==> src/hdl/adcsq_map.vh <==
`ifndef ADCSQ_MAP_VH
`define ADCSQ_MAP_VH
`define ADCSQ_OFF_CTRL1   12'h000
`define ADCSQ_OFF_CTRL2   12'h004
`define ADCSQ_OFF_RESHI   12'h008
`define ADCSQ_OFF_RESLO   12'h00c
`define ADCSQ_OFF_IRQST   12'h010
`define ADCSQ_OFF_IRQMSK  12'h014
`define ADCSQ_C1_START    7
`define ADCSQ_C1_MODE_HI  6
`define ADCSQ_C1_MODE_LO  5
`define ADCSQ_C1_AINDIS   4
`define ADCSQ_C1_RESET    8'h0f
`define ADCSQ_C2_RESET    8'h10
`define ADCSQ_C2_WMASK    8'h3f
`define ADCSQ_LO_EOC      5
`define ADCSQ_LO_BUSY     4
`define ADCSQ_MODE_OFF    2'h0
`define ADCSQ_MODE_SINGLE 2'h1
`define ADCSQ_MODE_REPEAT 2'h3
`define ADCSQ_START_HOLD  3'h4
`define ADCSQ_FC_HZ       20000000
`define ADCSQ_CLK_HZ      20000000
`endif

==> src/hdl/adcsq_result_mem.v <==
`timescale 1ns/10ps
`default_nettype none
module adcsq_result_mem #(
  parameter DEPTH = 4
) (
  input  wire       CLK_I,
  input  wire       RST_I,
  input  wire       wr_en_i,
  input  wire [1:0] wr_addr_i,
  input  wire [9:0] wr_data_i,
  input  wire [1:0] rd_addr_i,
  output reg  [9:0] rd_data_o
);
  reg [9:0] mem_reg [0:DEPTH-1];
  integer   i;
  // Last result per channel; read data registered
  always @(posedge CLK_I or posedge RST_I) begin
    if (RST_I) begin
      for (i = 0; i < DEPTH; i = i + 1)
        mem_reg[i] <= 10'h000;
      rd_data_o <= 10'h000;
    end else begin
      if (wr_en_i)
        mem_reg[wr_addr_i] <= wr_data_i;
      rd_data_o <= mem_reg[rd_addr_i];
    end
  end
endmodule // adcsq_result_mem
`default_nettype wire

==> src/hdl/adcsq_top.v <==
// Function
// Codes 1..3 select channels; others none
// Change channel only while not busy
// Set input disable when no channel used
// Start bit clears itself once started
// No restart before end of conversion
// Reset loads reserved channel code
// Start ignored four cycles after zero write
// Control two bit0 zero, bit4 one
// Control two bits 7:6 read undefined
// Time codes pick 39..1248 clock periods
// Avoid inhibited times, at least 15.6us
// Upper result read clears end flag
// Read lower result before upper
// Busy high from start to finish
// Lower result bits 3:0 undefined
// Mode: off, single, repeat; off stops
// End stores result, flag, interrupt together
// Repeat restarts; stop discards result; a stop written in the finish cycle still loads res_reg
//
// Added by the designer: the AXI4-Lite interface to the registers and the register offsets.
`timescale 1ns/10ps
`default_nettype none
`include "adcsq_map.vh"
module adcsq_top #(
  parameter FC_HZ  = `ADCSQ_FC_HZ,
  parameter CLK_HZ = `ADCSQ_CLK_HZ
) (
  input  wire        CLK_I,
  input  wire        RST_I,
  input  wire [11:0] S_AXI_AWADDR_I,
  input  wire        S_AXI_AWVALID_I,
  output reg         S_AXI_AWREADY_O,
  input  wire [31:0] S_AXI_WDATA_I,
  input  wire [3:0]  S_AXI_WSTRB_I,
  input  wire        S_AXI_WVALID_I,
  output reg         S_AXI_WREADY_O,
  output reg  [1:0]  S_AXI_BRESP_O,
  output reg         S_AXI_BVALID_O,
  input  wire        S_AXI_BREADY_I,
  input  wire [11:0] S_AXI_ARADDR_I,
  input  wire        S_AXI_ARVALID_I,
  output reg         S_AXI_ARREADY_O,
  output reg  [31:0] S_AXI_RDATA_O,
  output reg  [1:0]  S_AXI_RRESP_O,
  output reg         S_AXI_RVALID_O,
  input  wire        S_AXI_RREADY_I,
  input  wire [9:0]  SAMPLE_I,
  output reg  [1:0]  CHANNEL_SEL_O,
  output reg         CHANNEL_VALID_O,
  output reg         ANALOG_INPUT_DISABLE_O,
  output reg         CONVERSION_DONE_IRQ_O
);
  // Conversion clock equals system clock here; the ratio covers faster cores
  localparam integer FC_DIV = (CLK_HZ + FC_HZ - 1) / FC_HZ;

  function [11:0] conv_periods;
    input [2:0] code;
    begin
      case (code)
        3'h0:    conv_periods = 12'd39;
        3'h2:    conv_periods = 12'd78;
        3'h3:    conv_periods = 12'd156;
        3'h4:    conv_periods = 12'd312;
        3'h5:    conv_periods = 12'd624;
        3'h6:    conv_periods = 12'd1248;
        default: conv_periods = 12'd0;
      endcase
    end
  endfunction

  function [1:0] chan_of;
    input [3:0] code;
    begin
      chan_of = code[1:0];
    end
  endfunction

  function chan_ok;
    input [3:0] code;
    begin
      chan_ok = (code == 4'h1) || (code == 4'h2) || (code == 4'h3);
    end
  endfunction

  reg [7:0]  ctrl1_reg;
  reg [7:0]  ctrl2_reg;
  reg        busy_reg;
  reg        eoc_reg;
  reg [11:0] cnt_reg;
  reg [7:0]  div_reg;
  reg [2:0]  hold_reg;
  reg [9:0]  res_reg;
  reg        irq_st_reg;
  reg        irq_msk_reg;
  reg        aw_got_reg;
  reg        w_got_reg;
  reg [11:0] awaddr_reg;
  reg [31:0] wdata_reg;
  reg [3:0]  wstrb_reg;
  reg [7:0]  rd_flags_lo;

  wire [1:0] mode     = ctrl1_reg[`ADCSQ_C1_MODE_HI:`ADCSQ_C1_MODE_LO];
  wire [3:0] chan     = ctrl1_reg[3:0];
  wire       fc_tick  = (div_reg == 8'h00);
  wire [11:0] periods = conv_periods(ctrl2_reg[3:1]);
  wire       aw_have  = aw_got_reg | S_AXI_AWVALID_I;
  wire       w_have   = w_got_reg | S_AXI_WVALID_I;
  wire [11:0] waddr   = aw_got_reg ? awaddr_reg : S_AXI_AWADDR_I;
  wire [31:0] wdata   = w_got_reg ? wdata_reg : S_AXI_WDATA_I;
  wire [3:0]  wstrb   = w_got_reg ? wstrb_reg : S_AXI_WSTRB_I;
  wire       do_wr    = aw_have & w_have & ~S_AXI_BVALID_O;
  wire       wr_c1    = do_wr & wstrb[0] & (waddr == `ADCSQ_OFF_CTRL1);
  wire       wr_c2    = do_wr & wstrb[0] & (waddr == `ADCSQ_OFF_CTRL2);
  wire       do_rd    = S_AXI_ARVALID_I & ~S_AXI_RVALID_O;
  wire       rd_hi    = do_rd & (S_AXI_ARADDR_I == `ADCSQ_OFF_RESHI);
  wire       finish   = busy_reg & fc_tick & (cnt_reg == 12'd1);
  wire       start_req = ctrl1_reg[`ADCSQ_C1_START] & ~busy_reg &
                         (hold_reg == 3'h0) & (mode != `ADCSQ_MODE_OFF) &
                         (mode != 2'h2) & (periods != 12'd0);
  wire       restart  = finish & (mode == `ADCSQ_MODE_REPEAT);
  wire [9:0] mem_q;

  // Result also kept per channel; register reads use res_reg and mem_q is never read
  adcsq_result_mem #(.DEPTH(4)) u_mem (
    .CLK_I     (CLK_I),
    .RST_I     (RST_I),
    .wr_en_i   (finish & mode != `ADCSQ_MODE_OFF),
    .wr_addr_i (chan_of(chan)),
    .wr_data_i (SAMPLE_I),
    .rd_addr_i (chan_of(chan)),
    .rd_data_o (mem_q)
  );

  always @(posedge CLK_I or posedge RST_I) begin
    if (RST_I) begin
      div_reg <= 8'h00;
    end else if (fc_tick) begin
      div_reg <= FC_DIV[7:0] - 8'h01;
    end else begin
      div_reg <= div_reg - 8'h01;
    end
  end

  always @(posedge CLK_I or posedge RST_I) begin
    if (RST_I) begin
      ctrl1_reg   <= `ADCSQ_C1_RESET;
      ctrl2_reg   <= `ADCSQ_C2_RESET;
      busy_reg    <= 1'b0;
      eoc_reg     <= 1'b0;
      cnt_reg     <= 12'h000;
      hold_reg    <= 3'h0;
      irq_st_reg  <= 1'b0;
      irq_msk_reg <= 1'b0;
    end else begin
      if (hold_reg != 3'h0)
        hold_reg <= hold_reg - 3'h1;
      if (wr_c1) begin
        ctrl1_reg <= wdata[7:0];
        if (wdata[7:0] == 8'h00)
          hold_reg <= `ADCSQ_START_HOLD;
      end else if (start_req) begin
        ctrl1_reg[`ADCSQ_C1_START] <= 1'b0;
      end
      if (wr_c2)
        ctrl2_reg <= wdata[7:0] & `ADCSQ_C2_WMASK;
      if (wr_c1 && wdata[6:5] == `ADCSQ_MODE_OFF) begin
        busy_reg <= 1'b0;
        cnt_reg  <= 12'h000;
      end else if (start_req || restart) begin
        busy_reg <= 1'b1;
        cnt_reg  <= periods;
      end else if (finish) begin
        busy_reg <= 1'b0;
      end else if (busy_reg && fc_tick) begin
        cnt_reg <= cnt_reg - 12'd1;
      end
      // Set beats the read clear
      if (finish && !(wr_c1 && wdata[6:5] == `ADCSQ_MODE_OFF))
        eoc_reg <= 1'b1;
      else if (rd_hi)
        eoc_reg <= 1'b0;
      if (finish && !(wr_c1 && wdata[6:5] == `ADCSQ_MODE_OFF))
        irq_st_reg <= 1'b1;
      else if (do_wr && wstrb[0] && waddr == `ADCSQ_OFF_IRQST && wdata[0])
        irq_st_reg <= 1'b0;
      if (do_wr && wstrb[0] && waddr == `ADCSQ_OFF_IRQMSK)
        irq_msk_reg <= wdata[0];
    end
  end

  always @(posedge CLK_I or posedge RST_I) begin
    if (RST_I) begin
      res_reg <= 10'h000;
    end else if (finish && mode != `ADCSQ_MODE_OFF) begin
      res_reg <= SAMPLE_I;
    end
  end

  always @(posedge CLK_I or posedge RST_I) begin
    if (RST_I) begin
      CHANNEL_SEL_O          <= 2'h0;
      CHANNEL_VALID_O        <= 1'b0;
      ANALOG_INPUT_DISABLE_O <= 1'b0;
      CONVERSION_DONE_IRQ_O  <= 1'b0;
    end else begin
      CHANNEL_SEL_O          <= chan_of(chan);
      CHANNEL_VALID_O        <= chan_ok(chan);
      ANALOG_INPUT_DISABLE_O <= ctrl1_reg[`ADCSQ_C1_AINDIS];
      CONVERSION_DONE_IRQ_O  <= irq_st_reg & irq_msk_reg;
    end
  end

  always @* begin
    rd_flags_lo = {res_reg[1:0], eoc_reg, busy_reg, 4'h0};
  end

  always @(posedge CLK_I or posedge RST_I) begin
    if (RST_I) begin
      aw_got_reg      <= 1'b0;
      w_got_reg       <= 1'b0;
      awaddr_reg      <= 12'h000;
      wdata_reg       <= 32'h00000000;
      wstrb_reg       <= 4'h0;
      S_AXI_AWREADY_O <= 1'b1;
      S_AXI_WREADY_O  <= 1'b1;
      S_AXI_BVALID_O  <= 1'b0;
      S_AXI_BRESP_O   <= 2'h0;
      S_AXI_ARREADY_O <= 1'b1;
      S_AXI_RVALID_O  <= 1'b0;
      S_AXI_RRESP_O   <= 2'h0;
      S_AXI_RDATA_O   <= 32'h00000000;
    end else begin
      if (S_AXI_AWVALID_I && S_AXI_AWREADY_O && !do_wr) begin
        aw_got_reg      <= 1'b1;
        awaddr_reg      <= S_AXI_AWADDR_I;
        S_AXI_AWREADY_O <= 1'b0;
      end
      if (S_AXI_WVALID_I && S_AXI_WREADY_O && !do_wr) begin
        w_got_reg      <= 1'b1;
        wdata_reg      <= S_AXI_WDATA_I;
        wstrb_reg      <= S_AXI_WSTRB_I;
        S_AXI_WREADY_O <= 1'b0;
      end
      if (do_wr) begin
        aw_got_reg      <= 1'b0;
        w_got_reg       <= 1'b0;
        S_AXI_AWREADY_O <= 1'b0;
        S_AXI_WREADY_O  <= 1'b0;
        S_AXI_BVALID_O  <= 1'b1;
        S_AXI_BRESP_O   <= (waddr[11:5] == 7'h00 && waddr[4:0] <= 5'h14
                            && waddr[1:0] == 2'h0) ? 2'h0 : 2'h2;
      end else if (S_AXI_BVALID_O && S_AXI_BREADY_I) begin
        S_AXI_BVALID_O  <= 1'b0;
        S_AXI_AWREADY_O <= 1'b1;
        S_AXI_WREADY_O  <= 1'b1;
      end
      if (do_rd) begin
        S_AXI_ARREADY_O <= 1'b0;
        S_AXI_RVALID_O  <= 1'b1;
        S_AXI_RRESP_O   <= 2'h0;
        case (S_AXI_ARADDR_I)
          `ADCSQ_OFF_CTRL1:  S_AXI_RDATA_O <= {24'h0, ctrl1_reg};
          `ADCSQ_OFF_CTRL2:  S_AXI_RDATA_O <= {24'h0, ctrl2_reg};
          `ADCSQ_OFF_RESHI:  S_AXI_RDATA_O <= {24'h0, res_reg[9:2]};
          `ADCSQ_OFF_RESLO:  S_AXI_RDATA_O <= {24'h0, rd_flags_lo};
          `ADCSQ_OFF_IRQST:  S_AXI_RDATA_O <= {31'h0, irq_st_reg};
          `ADCSQ_OFF_IRQMSK: S_AXI_RDATA_O <= {31'h0, irq_msk_reg};
          default: begin
            S_AXI_RDATA_O <= 32'h00000000;
            S_AXI_RRESP_O <= 2'h2;
          end
        endcase
      end else if (S_AXI_RVALID_O && S_AXI_RREADY_I) begin
        S_AXI_RVALID_O  <= 1'b0;
        S_AXI_ARREADY_O <= 1'b1;
      end
    end
  end
endmodule // adcsq_top
`default_nettype wire

==> config.mk <==
export PLATFORM = sky130hd
export DESIGN_NAME = adcsq_top
export DESIGN_NICKNAME = d
export VERILOG_FILES = /design/src/hdl/adcsq_result_mem.v /design/src/hdl/adcsq_top.v
export VERILOG_INCLUDE_DIRS = /design/src /design/src/hdl
export SDC_FILE = /design/constraint.sdc
export NUM_CORES = 1
export LEC_CHECK = 0
export BUFFER_PORTS_ARGS = -buffer_cell sky130_fd_sc_hd__buf_4
export CAP_MARGIN = 10
export CORE_ASPECT_RATIO = 0.7
export CORE_MARGIN = 2
export CORE_UTILIZATION = 54
export DETAILED_ROUTE_END_ITERATION = 10
export GPL_ROUTABILITY_DRIVEN = 1
export PLACE_DENSITY = 0.92
export RECOVER_POWER = 25
export SYNTH_ARGS = -nofsm -noshare
export SYNTH_HDL_FRONTEND = slang
export SYNTH_SLANG_ARGS = --single-unit
==> constraint.sdc <==
create_clock -name CLK_I -period 3.2 [get_ports CLK_I]
set_input_delay 0.16 -clock CLK_I [delete_from_list [all_inputs] [get_ports CLK_I]]
set_output_delay 0.16 -clock CLK_I [all_outputs]
set_load 0.02 [all_outputs]
# == Word-level counts from Yosys, hierarchy flattened ==
# Index checks and enable logic that the tools add are counted.
# word_totals
wordCells,159
ramBits,0
mem_count,0
input_bits,77
output_inout_bits,46
register_bits,120
latchBits,0
romBits,0
# classes
n_reduce_logical,46
eq_ne,20
magnitude_cmp,1
mux,40
shift,0
n_bitwise,21
n_mul,0
div,0
addsub,3
# op_table
operator,count
$pmux W11 S6,1
$mux W12,5
$eq A12 B5 Y1 const B,4
$pmux W8 S6,1
$mux W1,26
$eq A12 B3 Y1 const B,2
$eq A12 B4 Y1 const B,2
$logic_not A12 Y1,2
$and A1 B1 Y1,16
$logic_and A1 B1 Y1,16
$logic_not A8 Y1,2
$mux W8,2
$reduce_bool A2 Y1,8
$reduce_bool A3 Y1,5
$eq A12 B1 Y1 const B,1
$reduce_bool A12 Y1,1
$sub A12 B1 Y12 const B,1
$eq A3 B3 Y1 const B,3
$mux W3,3
$eq A4 B2 Y1 const B,2
$sub A8 B1 Y8 const B,1
$logic_not A7 Y1,1
$eq A3 B2 Y1 const B,2
$logic_not A3 Y1,2
14 further kinds,22

# == Depth between registers and ports, before layout ==
# Gate-level depths: netlist (run 1).
# logic_depth
ltp_word,9
mapped_depth,10
depth_no_buf,9

# == Worst setup path before layout (run 1) ==
# OpenSTA, ideal clock, no wires.
# synth_path
kind,register -> register
start,register div_reg[0]
end,register res_reg[0]
setup_slack_ns,0.968
required_ns,3.075
synth_period_minus_slack_ns,2.232
arrival_time_ns,2.107
n_path_buf,1
path_stages_with_launch,9
path_cell_list,dfrtp_1 inv_1 ha_1 nor3b_1 and3_1 buf_2 nand2_1 nor2_2 mux2_2
# synth_between
elab_chain_cells,4
# synth_lines
item,line_no,text
from (decl),adcsq_top.v:91,reg [7:0] div_reg;
from (signal assigned),adcsq_top.v:139,div_reg <= FC_DIV[7:0] - 8'h01;
from (signal assigned),adcsq_top.v:141,div_reg <= div_reg - 8'h01;
$logic_not A8 Y1,adcsq_top.v:105,wire fc_tick = (div_reg == 8'h00);
$and A1 B1 Y1 (2 in a row),adcsq_top.v:117,wire finish = busy_reg & fc_tick & (cnt_reg == 12'd1);
$logic_and A1 B1 Y1 (no line),-,
to (signal assigned),adcsq_top.v:194,res_reg <= 10'h000;
to (signal assigned),adcsq_top.v:196,res_reg <= SAMPLE_I;
to (decl),adcsq_top.v:93,reg [9:0] res_reg;
# No other way between the ends.
# A chain may end at the register's enable or synchronous reset.

# == Final worst setup path (run 1) ==
# layout_path
start,register cnt_reg[1]
end,register cnt_reg[9]
# layout_between
elab_chain_cells,6
# layout_lines
item,line_no,text
from (decl),adcsq_top.v:90,reg [11:0] cnt_reg;
from (signal assigned),adcsq_top.v:172,cnt_reg <= periods;
from (signal assigned),adcsq_top.v:176,cnt_reg <= cnt_reg - 12'd1;
branches (longest 6 deep; another with $sub A12 B1 Y12),-,
# Parallel ways; which one is timed is not known. The select of a mux whose other input is x is not followed.

==> results of run 1 <==
-- per-layer routing --
metal / track usage, % / share of wire [%] / vias to the layer above
li1: - / - / 1777
met2: 37.7 / 46 / 192
met4: 7.56 / 2.0 / 0
met3: 6.76 / 8.5 / 27
met1: 34.1 / 44 / 1965
met5: 0 / 0 / -
-- cells by family after synthesis --
family	Yosys count
buf+inv	56
flops	94
simple gates	156
mux	65
compound gates	81
other cells	1
xor+xnor	5
fa+ha+maj	7
-- power groups by stage --
stage                     sequential, uW  clock [uW]  combinational (uW)
after floorplan                     1630           0                 732
after global placement              1670           0                 906
after detailed placement            1690           0                 954
after CTS                           1670        1140                 969
after global routing                1710        1180                1060
final                               1680        1130                 969
-- layout by cell type, fill, tap and decap left out, drive strengths merged, types with 9 or more instances in the layout --
cell	instances
a21oi	14
o21ai	25
nor3	19
nor2	43
clkbuf	19
nor4	9
buf	69
inv	13
dfrtp	86
nand2	35
conb	26
nand3	14
mux2	54
-- stage by stage --
step	power (uW)	setup WS [ps]	utilization [%]
global route	3950	472	65.1
finish	3770	581	65.1
floorplan	2360	605	-
detailed placement	2650	597	61.3
global placement	2570	691	61.3
CTS	3780	597	65.3
-- worst paths after layout --
path                                           to
min in group asynchronous              div_reg[2]
hold reg to reg            ANALOG_INPUT_DISABLE_O
hold / removal                     S_AXI_RVALID_O
setup / recovery                       cnt_reg[9]
max in group asynchronous         S_AXI_ARREADY_O
setup reg to reg                       cnt_reg[9]
-- what timing repair did --
item / 4_1_cts / 5_1_grt
setup buffers: 0 / 0
hold buffers: 4 / 0
endpoints found under the hold margin: 41 / 0
resized for setup: 0 / 0
-- layout make-up --
class	instances	area [um2]
clock inverters	4	53.8
multi-input cells	340	2340
flip-flops and latches	94	2360
inverters	14	53.8
clock buffers	12	267
fillers	707	3130
well taps	124	155
repair buffers	80	601
-- critical path: cells and delay by family (launching register included) --
family,cells,cell delay (ps)
compound gates,1,190
fa+ha+maj,2,660
buf+inv,1,80
flops,1,400
simple gates,4,1160
==> flow_metrics.env, run 1 <==
export IMPL_worst_slack_on_hold_paths_ps=8.13
export IMPL_layout_drive_gt1_share_pct=29.2
export IMPL_grt_setup_unrepaired="false"
export IMPL_post_synth_instance_area_um2=4920
export IMPL_track_usage_pct=24.6
export IMPL_worst_path_largest_cell_delay_ps=470
export IMPL_max_clock_path_buffers=2
export IMPL_edff_count_synth=0
export IMPL_insertedDiodeCount=0
export IMPL_standard_cell_rows=29
export IMPL_p_int_uw=2580
export IMPL_timing_reg2reg_setup_slack_ps=580
export IMPL_layout_area_overhead_vs_synth_pct=18.5
export IMPL_worst_path_max_fanout=7
export IMPL_peakVddDrop_mv=0.420
export IMPL_place_gp_congestion=0.901
export IMPL_synth_simple_gate_area_share_pct=16.9
export IMPL_boundaryPins=123
export IMPL_worst_hold_path_type="input port to flop"
export IMPL_clock_tree_htree_level_count=3
export IMPL_die_width_um=118
export IMPL_cap_violations=1
export IMPL_post_route_period_util_pct=81.8
export IMPL_worstSetupStartpoint="cnt_reg[1]"
export IMPL_total_leakage_power_uw=0.00272
export IMPL_final_max_slew_viol_count=41
export IMPL_startpoint_type="flop"
export IMPL_crit_reg2reg_launch="cnt_reg[1]"
export IMPL_warnings_from_yosys=0
export IMPL_cp_cell_sequence="inv_1, ha_1, nor4b_1, and4b_1, nand3_1, maj3_1, a21oi_1, nor4_1"
export IMPL_routed_wire_length_per_instance_um=17.7
export IMPL_postSynthCellCount=465
export IMPL_port_buffer_count=69
export IMPL_synth_top_area_share_pct=43.7
export IMPL_route_detailed_drc=0
export IMPL_synth_top_family_by_area="simple AND/OR/NAND/NOR gates"
export IMPL_grt_first_pass_wirelength_mm=19.3
export IMPL_critPathSlowestCell="sky130_fd_sc_hd__maj3_1"
export IMPL_final_hold_viol_count=0
export IMPL_grt_max_degree=55
export IMPL_max_slew_margin_pct=-20.0
export IMPL_dp_final_hpwl_mm=8.59
export IMPL_min_from="S_AXI_RREADY_I"
export IMPL_clk_insertion_delay_late_ps=350
export IMPL_dr_pass1_iters=6
export IMPL_cts_root_buffer="sky130_fd_sc_hd__clkbuf_16"
export IMPL_max_freq_mhz=382
export IMPL_async_flop_share_pct=100
export IMPL_tritoncts_num_sinks=94
export IMPL_cell_total_after_placement=648
export IMPL_route_antenna_remaining_nets=0
export IMPL_fin_tns_setup_ps=0
export IMPL_die_area_um2=9910
export IMPL_period_needed_ps=2620
export IMPL_post_synth_top_area_cell="sky130_fd_sc_hd__dfrtp_1"
export IMPL_num_nets_final=622
export IMPL_ys_seq_area_share_pct=48.0
export IMPL_setup_viol=0
export IMPL_post_synth_main_area_contributors="sky130_fd_sc_hd__dfrtp_1 (44%), sky130_fd_sc_hd__mux2_2 (12%), sky130_fd_sc_hd__dfstp_2 (4.3%), sky130_fd_sc_hd__buf_4 (4.0%), sky130_fd_sc_hd__nor2_1 (3.2%)"
export IMPL_whs_path_depth=2
export IMPL_postSynthAreaPerCell_um2=10.6
export IMPL_pwr_per_cell_area_nw_per_um2=647
export IMPL_synth_flop_cell="sky130_fd_sc_hd__dfrtp_1"
export IMPL_clock_skew_final_ps=7.07
export IMPL_post_synthesis_compound_gate_area_fraction_pct=10.8
export IMPL_worst_endpoint_arrival_ps=2840
export IMPL_violated_checks="capacitance limit, slew limit"
export IMPL_netlist_cell_type_count=57
export IMPL_post_synth_xor_area_fraction_pct=0.890
export IMPL_cp_end_kind="flop"
export IMPL_design_area_um2=5830
export IMPL_worst_slew_pin_transition_ps=1790
export IMPL_cts_inserted_buffers=9
export IMPL_number_of_global_route_vias_before_repair=3847
export IMPL_yosys_register_bits=94
export IMPL_post_layout_nonfiller_instances=668
export IMPL_p_seq_share_pct=44.5
export IMPL_routed_via_density=5.93
export IMPL_ys_top_cells_by_count="sky130_fd_sc_hd__dfrtp_1 (86), sky130_fd_sc_hd__mux2_2 (54), sky130_fd_sc_hd__nor2_1 (42)"
export IMPL_overflow=0
export IMPL_post_synth_fa_ha_maj_area_fraction_pct=1.73
export IMPL_core_area_um2=8960
export IMPL_drt_initial_drc_count=325
export IMPL_post_synth_top_count_cell="sky130_fd_sc_hd__dfrtp_1"
export IMPL_reg2reg_depth=8
export IMPL_initial_antenna_violation_count=0
export IMPL_initial_utilization_pct=54.9
export IMPL_outcome="complete, but fails checks"
export IMPL_synth_area_mux_share_pct=15.4
export IMPL_required_ps=3420
export IMPL_chipHeight_um=83.9
export IMPL_route_final_wire_length_mm=11.8
export IMPL_sw_frac_of_total_pct=31.6
export IMPL_cts_clk_slew_worst_paths_ps=70
export IMPL_criticalPathCategory="flop to flop"
export IMPL_share_clk_of_total_power_pct=29.8
export IMPL_clock_tree_from_tritoncts="yes"
export IMPL_power_switching_uw=1190
export IMPL_placed_cell_area_um2=5500
export IMPL_power_combinational_fraction_pct=25.7
export IMPL_vias=3961
Power figures use the tool's default switching activity.
==> inputs of run 2 (changes only) <==
--- a/config.mk
+++ b/config.mk
@@ -6,6 +6,7 @@
 export SDC_FILE = /design/constraint.sdc
 export NUM_CORES = 1
 export LEC_CHECK = 0
+export ABC_AREA = 1
 export BUFFER_PORTS_ARGS = -buffer_cell sky130_fd_sc_hd__buf_4
 export CAP_MARGIN = 10
 export CORE_ASPECT_RATIO = 0.7
@@ -13,7 +14,7 @@
 export CORE_UTILIZATION = 54
 export DETAILED_ROUTE_END_ITERATION = 10
 export GPL_ROUTABILITY_DRIVEN = 1
-export PLACE_DENSITY = 0.92
+export PLACE_DENSITY = 0.91
 export RECOVER_POWER = 25
 export SYNTH_ARGS = -nofsm -noshare
 export SYNTH_HDL_FRONTEND = slang
==> constraint.sdc (replaced) <==
create_clock -name CLK_I -period 2.56 [get_ports CLK_I]
set_input_delay 0.128 -clock CLK_I [delete_from_list [all_inputs] [get_ports CLK_I]]
set_output_delay 0.128 -clock CLK_I [all_outputs]
set_load 0.02 [all_outputs]
==> flow_metrics.env, run 2 <==
export IMPL_insertedDiodeCount=0
export IMPL_initial_antenna_violation_count=0
export IMPL_final_max_slew_viol_count=0
export IMPL_route_antenna_remaining_nets=0
export IMPL_num_nets_final=792
export IMPL_startpoint_type="flop"
export IMPL_place_gp_congestion=0.855
export IMPL_pwr_per_cell_area_nw_per_um2=733
export IMPL_period_needed_ps=2260
export IMPL_post_synth_top_count_cell="sky130_fd_sc_hd__nand2_1"
export IMPL_worst_slew_pin_transition_ps=1260
export IMPL_peakVddDrop_mv=0.488
export IMPL_outcome="complete, but fails checks"
export IMPL_criticalPathCategory="flop to flop"
export IMPL_required_ps=2800
export IMPL_yosys_register_bits=94
export IMPL_max_freq_mhz=442
export IMPL_drt_initial_drc_count=392
export IMPL_critPathBufInv=3
export IMPL_mostFrequentLayoutCell="sky130_fd_sc_hd__nand2_1"
export IMPL_cp_cell_sequence="inv_1, or2_2, o21ai_0, nand3_1, inv_1, nand3_4, nand2_4, inv_4, nand2_1, nand2_1"
export IMPL_finish_utilization_pct=66.3
export IMPL_grt_first_pass_wirelength_mm=21.1
export IMPL_standard_cell_rows=29
export IMPL_cell_total_after_placement=812
export IMPL_worstSetupStartpoint="w_got_reg"
export IMPL_die_area_um2=10300
export IMPL_setup_viol=0
export IMPL_route_detailed_drc=0
export IMPL_synth_flop_cell="sky130_fd_sc_hd__dfrtp_1"
export IMPL_dr_pass1_iters=5
export IMPL_total_leakage_power_uw=0.00313
export IMPL_min_from="SAMPLE_I[9]"
export IMPL_initial_utilization_pct=56.2
export IMPL_grt_setup_unrepaired="false"
export IMPL_cts_resized=0
export IMPL_overflow=0
export IMPL_total_power_uw=4440
export IMPL_post_route_period_util_pct=88.4
export IMPL_track_usage_pct=25.7
export IMPL_violated_checks="hold timing"
export IMPL_postSynthAreaPerCell_um2=8.17
export IMPL_clock_tree_htree_level_count=3
export IMPL_clk_insertion_delay_late_ps=350
export IMPL_timing_reg2reg_setup_slack_ps=300
export IMPL_worst_path_max_fanout=12
export IMPL_cap_violations=0
export IMPL_route_final_wire_length_mm=12.5
export IMPL_final_hold_viol_count=1
export IMPL_layout_area_overhead_vs_synth_pct=17.9
export IMPL_worst_hold_path_type="input port to flop"
export IMPL_clock_skew_final_ps=7.03
export IMPL_cts_root_buffer="sky130_fd_sc_hd__clkbuf_16"
export IMPL_dp_final_hpwl_mm=8.85
export IMPL_layout_drive_gt1_share_pct=19.7
export IMPL_post_layout_nonfiller_instances=838
export IMPL_ys_top_cells_by_count="sky130_fd_sc_hd__nand2_1 (170), sky130_fd_sc_hd__dfrtp_1 (86), sky130_fd_sc_hd__inv_1 (60)"
export IMPL_clock_tree_from_tritoncts="yes"
export IMPL_kind_of_cell_with_the_highest_combined_delay_on_the_critical_path="simple AND/OR/NAND/NOR gates"
export IMPL_worst_slack_on_hold_paths_ps=-4.12
export IMPL_async_flop_share_pct=100
export IMPL_warnings_from_yosys=0
export IMPL_chipHeight_um=85.6
export IMPL_vias=4461
export IMPL_port_buffer_count=69
export IMPL_synth_top_area_share_pct=41.9
export IMPL_routed_via_density=5.32
export IMPL_cts_clk_slew_worst_paths_ps=70
export IMPL_post_synth_instance_area_um2=5140
export IMPL_postSynthCellCount=629
export IMPL_edff_count_synth=0
export IMPL_max_slew_margin_pct=15.7
export IMPL_worst_endpoint_arrival_ps=2500
export IMPL_critPathSlowestCell="sky130_fd_sc_hd__dfrtp_1"
export IMPL_ys_seq_area_share_pct=46.0
export IMPL_tritoncts_num_sinks=94
export IMPL_crit_reg2reg_launch="w_got_reg"
export IMPL_cp_end_kind="flop"
export IMPL_grt_max_degree=95
export IMPL_fin_tns_setup_ps=0
export IMPL_worst_path_largest_cell_delay_ps=620
export IMPL_post_synth_main_area_contributors="sky130_fd_sc_hd__dfrtp_1 (42%), sky130_fd_sc_hd__nand2_1 (12%), sky130_fd_sc_hd__o21ai_0 (5.0%), sky130_fd_sc_hd__inv_1 (4.4%), sky130_fd_sc_hd__nor2_1 (4.2%)"
export IMPL_highest_count_cells_in_the_layout_ignoring_fill_and_taps="sky130_fd_sc_hd__nand2_1 (170), sky130_fd_sc_hd__dfrtp_1 (86), sky130_fd_sc_hd__buf_4 (68), sky130_fd_sc_hd__inv_1 (59), sky130_fd_sc_hd__nor2_1 (58)"
export IMPL_boundaryPins=123
export IMPL_post_synth_top_area_cell="sky130_fd_sc_hd__dfrtp_1"
export IMPL_number_of_global_route_vias_before_repair=4514
export IMPL_cts_inserted_buffers=9
export IMPL_core_area_um2=9140
export IMPL_die_width_um=121
export IMPL_netlist_cell_type_count=44
export IMPL_routed_wire_length_per_instance_um=15.0
export IMPL_max_clock_path_buffers=2
[run 2: changes by cell type in the layout (fill, tap and decap cells not counted), moves of 6 or more]
cell	change
sky130_fd_sc_hd__mux2_2	-44
sky130_fd_sc_hd__nor4_1	-7
sky130_fd_sc_hd__o21ai_2	+6
sky130_fd_sc_hd__o21ai_0	+26
sky130_fd_sc_hd__a22o_1	-8
sky130_fd_sc_hd__nand2_1	+135
sky130_fd_sc_hd__inv_1	+46
sky130_fd_sc_hd__nand3_1	+24
sky130_fd_sc_hd__a31oi_1	-8
sky130_fd_sc_hd__dlygate4sd3_1	+6
sky130_fd_sc_hd__nor2_1	+16
sky130_fd_sc_hd__nand4_1	+10
[run 2: final cells by class]
type | instances | area [um2]
clock buffer | 10 | 229
sequential | 94 | 2360
inverter | 67 | 264
multi-input combinational | 457 | 2340
clock inverter | 6 | 82.6
timing repair buffer | 80 | 622
tap | 124 | 155
fill | 717 | 3080
[run 2: layer usage]
layer / track usage [%] / wire, um / vias to the layer above
li1: - / - / 2131
met1: 33.0 / 5390 / 2127
met2: 44.1 / 6140 / 175
met3: 5.72 / 774 / 28
met4: 7.82 / 230 / 0
met5: 0 / 0 / -
[run 2: kinds of logic after synthesis]
logic type | synth area share [%]
other cells | 0.0730
simple gates | 28.4
compound gates | 8.69
fa+ha+maj | 1.46
xor+xnor | 2.04
mux | 3.16
buf+inv | 10.2
flops | 46.0
[run 2: final timing paths]
check | to | depth (start not counted)
min in group asynchronous | awaddr_reg[5] | 4
worst max register to register | cnt_reg[4] | 10
worst max-delay path | cnt_reg[4] | 10
worst min register to register | ANALOG_INPUT_DISABLE_O | 0
max in group asynchronous | aw_got_reg | 4
worst min-delay path | res_reg[9] | 3
[run 2: what timing repair did]
action / in CTS / in global routing
hold buffers: 10 / 0
endpoints found under the hold margin: 95 / 0
setup buffers: 0 / 0
[run 2: through the flow]
| stage | worst slack (ps) | cell area [um2] |
|---|---|---|
| after floorplan | 867 | 5240 |
| after global placement | 499 | 5660 |
| after detailed placement | 455 | 5660 |
| after CTS | 315 | 6080 |
| after global routing | 67.5 | 6060 |
| final | 297 | 6060 |
[run 2: worst min-delay path: cells and delay by family]
family                 cells  cell delay (ps)
AO/OA/AOI/OAI              1               60
buffers and inverters      1               80
AND/OR/NAND/NOR            1               40
[run 2: report_power, final]
part | leakage, uW | total, uW | switching (uW) | internal, uW
combinational | 0.00181 | 1130 | 705 | 424
clock | 0.000148 | 1390 | 618 | 777
sequential | 0.00117 | 1920 | 182 | 1740
total | 0.00313 | 4440 | 1500 | 2940
==> inputs of run 3 (changes only) <==
--- a/config.mk
+++ b/config.mk
@@ -6,7 +6,6 @@
 export SDC_FILE = /design/constraint.sdc
 export NUM_CORES = 1
 export LEC_CHECK = 0
-export ABC_AREA = 1
 export BUFFER_PORTS_ARGS = -buffer_cell sky130_fd_sc_hd__buf_4
 export CAP_MARGIN = 10
 export CORE_ASPECT_RATIO = 0.7
@@ -14,7 +13,7 @@
 export CORE_UTILIZATION = 54
 export DETAILED_ROUTE_END_ITERATION = 10
 export GPL_ROUTABILITY_DRIVEN = 1
-export PLACE_DENSITY = 0.91
+export PLACE_DENSITY = 0.92
 export RECOVER_POWER = 25
 export SYNTH_ARGS = -nofsm -noshare
 export SYNTH_HDL_FRONTEND = slang
==> flow_metrics.env, run 3 (synthesis results as in run 1) <==
export IMPL_post_route_period_util_pct=92.8
export IMPL_final_hold_viol_count=0
export IMPL_setup_viol=0
export IMPL_clock_skew_final_ps=5.59
export IMPL_worst_slack_on_hold_paths_ps=15.2
export IMPL_criticalPathCategory="flop to flop"
export IMPL_worst_path_max_fanout=5
export IMPL_tritoncts_num_sinks=94
export IMPL_routed_via_density=5.88
export IMPL_clk_insertion_delay_late_ps=350
export IMPL_layout_area_overhead_vs_synth_pct=20.9
export IMPL_initial_utilization_pct=54.9
export IMPL_cts_root_buffer="sky130_fd_sc_hd__clkbuf_16"
export IMPL_max_clock_path_buffers=2
export IMPL_route_final_wire_length_mm=12.1
export IMPL_max_freq_mhz=421
export IMPL_standard_cell_rows=29
export IMPL_clock_tree_htree_level_count=3
export IMPL_max_slew_margin_pct=-2.32
export IMPL_track_usage_pct=25.6
export IMPL_min_from="SAMPLE_I[1]"
export IMPL_die_area_um2=9910
export IMPL_num_nets_final=634
export IMPL_place_gp_congestion=0.876
export IMPL_number_of_global_route_vias_before_repair=4033
export IMPL_violated_checks="capacitance limit, slew limit"
export IMPL_worst_slew_pin_transition_ps=1530
export IMPL_clock_tree_from_tritoncts="yes"
export IMPL_cts_clk_slew_worst_paths_ps=60
export IMPL_core_area_um2=8960
export IMPL_cts_inserted_buffers=9
export IMPL_worst_endpoint_arrival_ps=2600
export IMPL_required_ps=2780
export IMPL_insertedDiodeCount=0
export IMPL_highest_count_cells_in_the_layout_ignoring_fill_and_taps="sky130_fd_sc_hd__dfrtp_1 (86), sky130_fd_sc_hd__buf_4 (84), sky130_fd_sc_hd__mux2_2 (54), sky130_fd_sc_hd__nor2_1 (42), sky130_fd_sc_hd__nand2_1 (35)"
export IMPL_drt_initial_drc_count=360
export IMPL_dr_pass1_iters=5
export IMPL_timing_reg2reg_setup_slack_ps=180
export IMPL_fin_tns_setup_ps=0
export IMPL_worstReg2RegEnd="cnt_reg[4]"
export IMPL_pwr_per_cell_area_nw_per_um2=797
export IMPL_cap_violations=1
export IMPL_total_leakage_power_uw=0.00281
export IMPL_port_buffer_count=69
export IMPL_grt_max_degree=63
export IMPL_route_antenna_remaining_nets=0
export IMPL_placed_cell_area_um2=5590
export IMPL_filler_cell_count=650
export IMPL_mostFrequentLayoutCell="sky130_fd_sc_hd__dfrtp_1"
export IMPL_final_max_slew_viol_count=63
export IMPL_die_width_um=118
export IMPL_worst_hold_path_endpoint="res_reg[1]"
export IMPL_routed_wire_length_per_instance_um=17.8
export IMPL_worst_hold_path_type="input port to flop"
export IMPL_layout_drive_gt1_share_pct=32.6
export IMPL_overflow=0
export IMPL_total_power_uw=4740
export IMPL_peakVddDrop_mv=0.640
export IMPL_whs_path_depth=2
export IMPL_boundaryPins=123
export IMPL_startpoint_type="flop"
export IMPL_chipHeight_um=83.9
export IMPL_outcome="complete, but fails checks"
export IMPL_cp_end_kind="flop"
export IMPL_route_detailed_drc=0
export IMPL_design_area_um2=5950
export IMPL_period_needed_ps=2380
export IMPL_crit_reg2reg_launch="div_reg[0]"
export IMPL_vias=4000
export IMPL_reg2reg_depth=8
export IMPL_grt_first_pass_wirelength_mm=20.2
export IMPL_dp_final_hpwl_mm=8.55
export IMPL_initial_antenna_violation_count=0
export IMPL_finish_utilization_pct=66.4
==> run 3: critical path, cell delays in order, from the launching register on <==
cell and delay (ps):
sky130_fd_sc_hd__dfrtp_1 400, sky130_fd_sc_hd__inv_1 80, sky130_fd_sc_hd__ha_1 260, sky130_fd_sc_hd__nor3b_2 270
sky130_fd_sc_hd__and3_2 290, sky130_fd_sc_hd__buf_4 160, sky130_fd_sc_hd__o41ai_2 110, sky130_fd_sc_hd__o311a_1 370
sky130_fd_sc_hd__a311oi_1 330
==> run 3: what timing repair did <==
item | CTS | global route
hold endpoints to repair | 91 | 0
gates resized for setup | 0 | 5
setup buffers | 0 | 0
hold buffers | 5 | 0
endpoints found under the setup margin | 0 | 11
==> run 3: per-stage QoR <==
| step | setup WS [ps] | instances |
|---|---|---|
| final | 185 | 680 |
| after global routing | -20.6 | 680 |
| after CTS | 28.1 | 680 |
| after detailed placement | 170 | 659 |
| after global placement | 195 | 659 |
| after floorplan | 328 | 490 |
==> run 3: worst max path at each step <==
stage	startpoint	endpoint	slack (ps)	depth (start not counted)
finish	div_reg[0]	cnt_reg[4]	180	8
global route	div_reg[0]	cnt_reg[6]	-20	9
CTS	div_reg[0]	cnt_reg[4]	30	8
detailed placement	cnt_reg[1]	cnt_reg[1]	170	9
global placement	cnt_reg[1]	cnt_reg[1]	200	9
floorplan	div_reg[0]	res_reg[0]	330	8
==> run 3: power by group <==
group	total, uW	internal [uW]	switching (uW)	leakage [uW]
sequential	2060	1810	254	0.00116
clock	1360	784	572	0.000146
combinational	1330	622	705	0.00150
==> run 3: cell type report <==
cell class / count / area, um2 / share of cell area (%)
multi-input cells: 340 / 2370 / 39.8
flip-flops and latches: 94 / 2360 / 39.7
repair buffers: 92 / 713 / 12.0
clock buffers: 11 / 243 / 4.08
well taps: 124 / 155 / 2.61
clock inverters: 5 / 56.3 / 0.946
inverters: 14 / 53.8 / 0.904
==> run 3: per-layer routing <==
metal	global-route usage [%]	wire (um)
met3	7.04	960
met1	34.4	5330
met4	7.89	217
met2	40.6	5600
met5	0	0
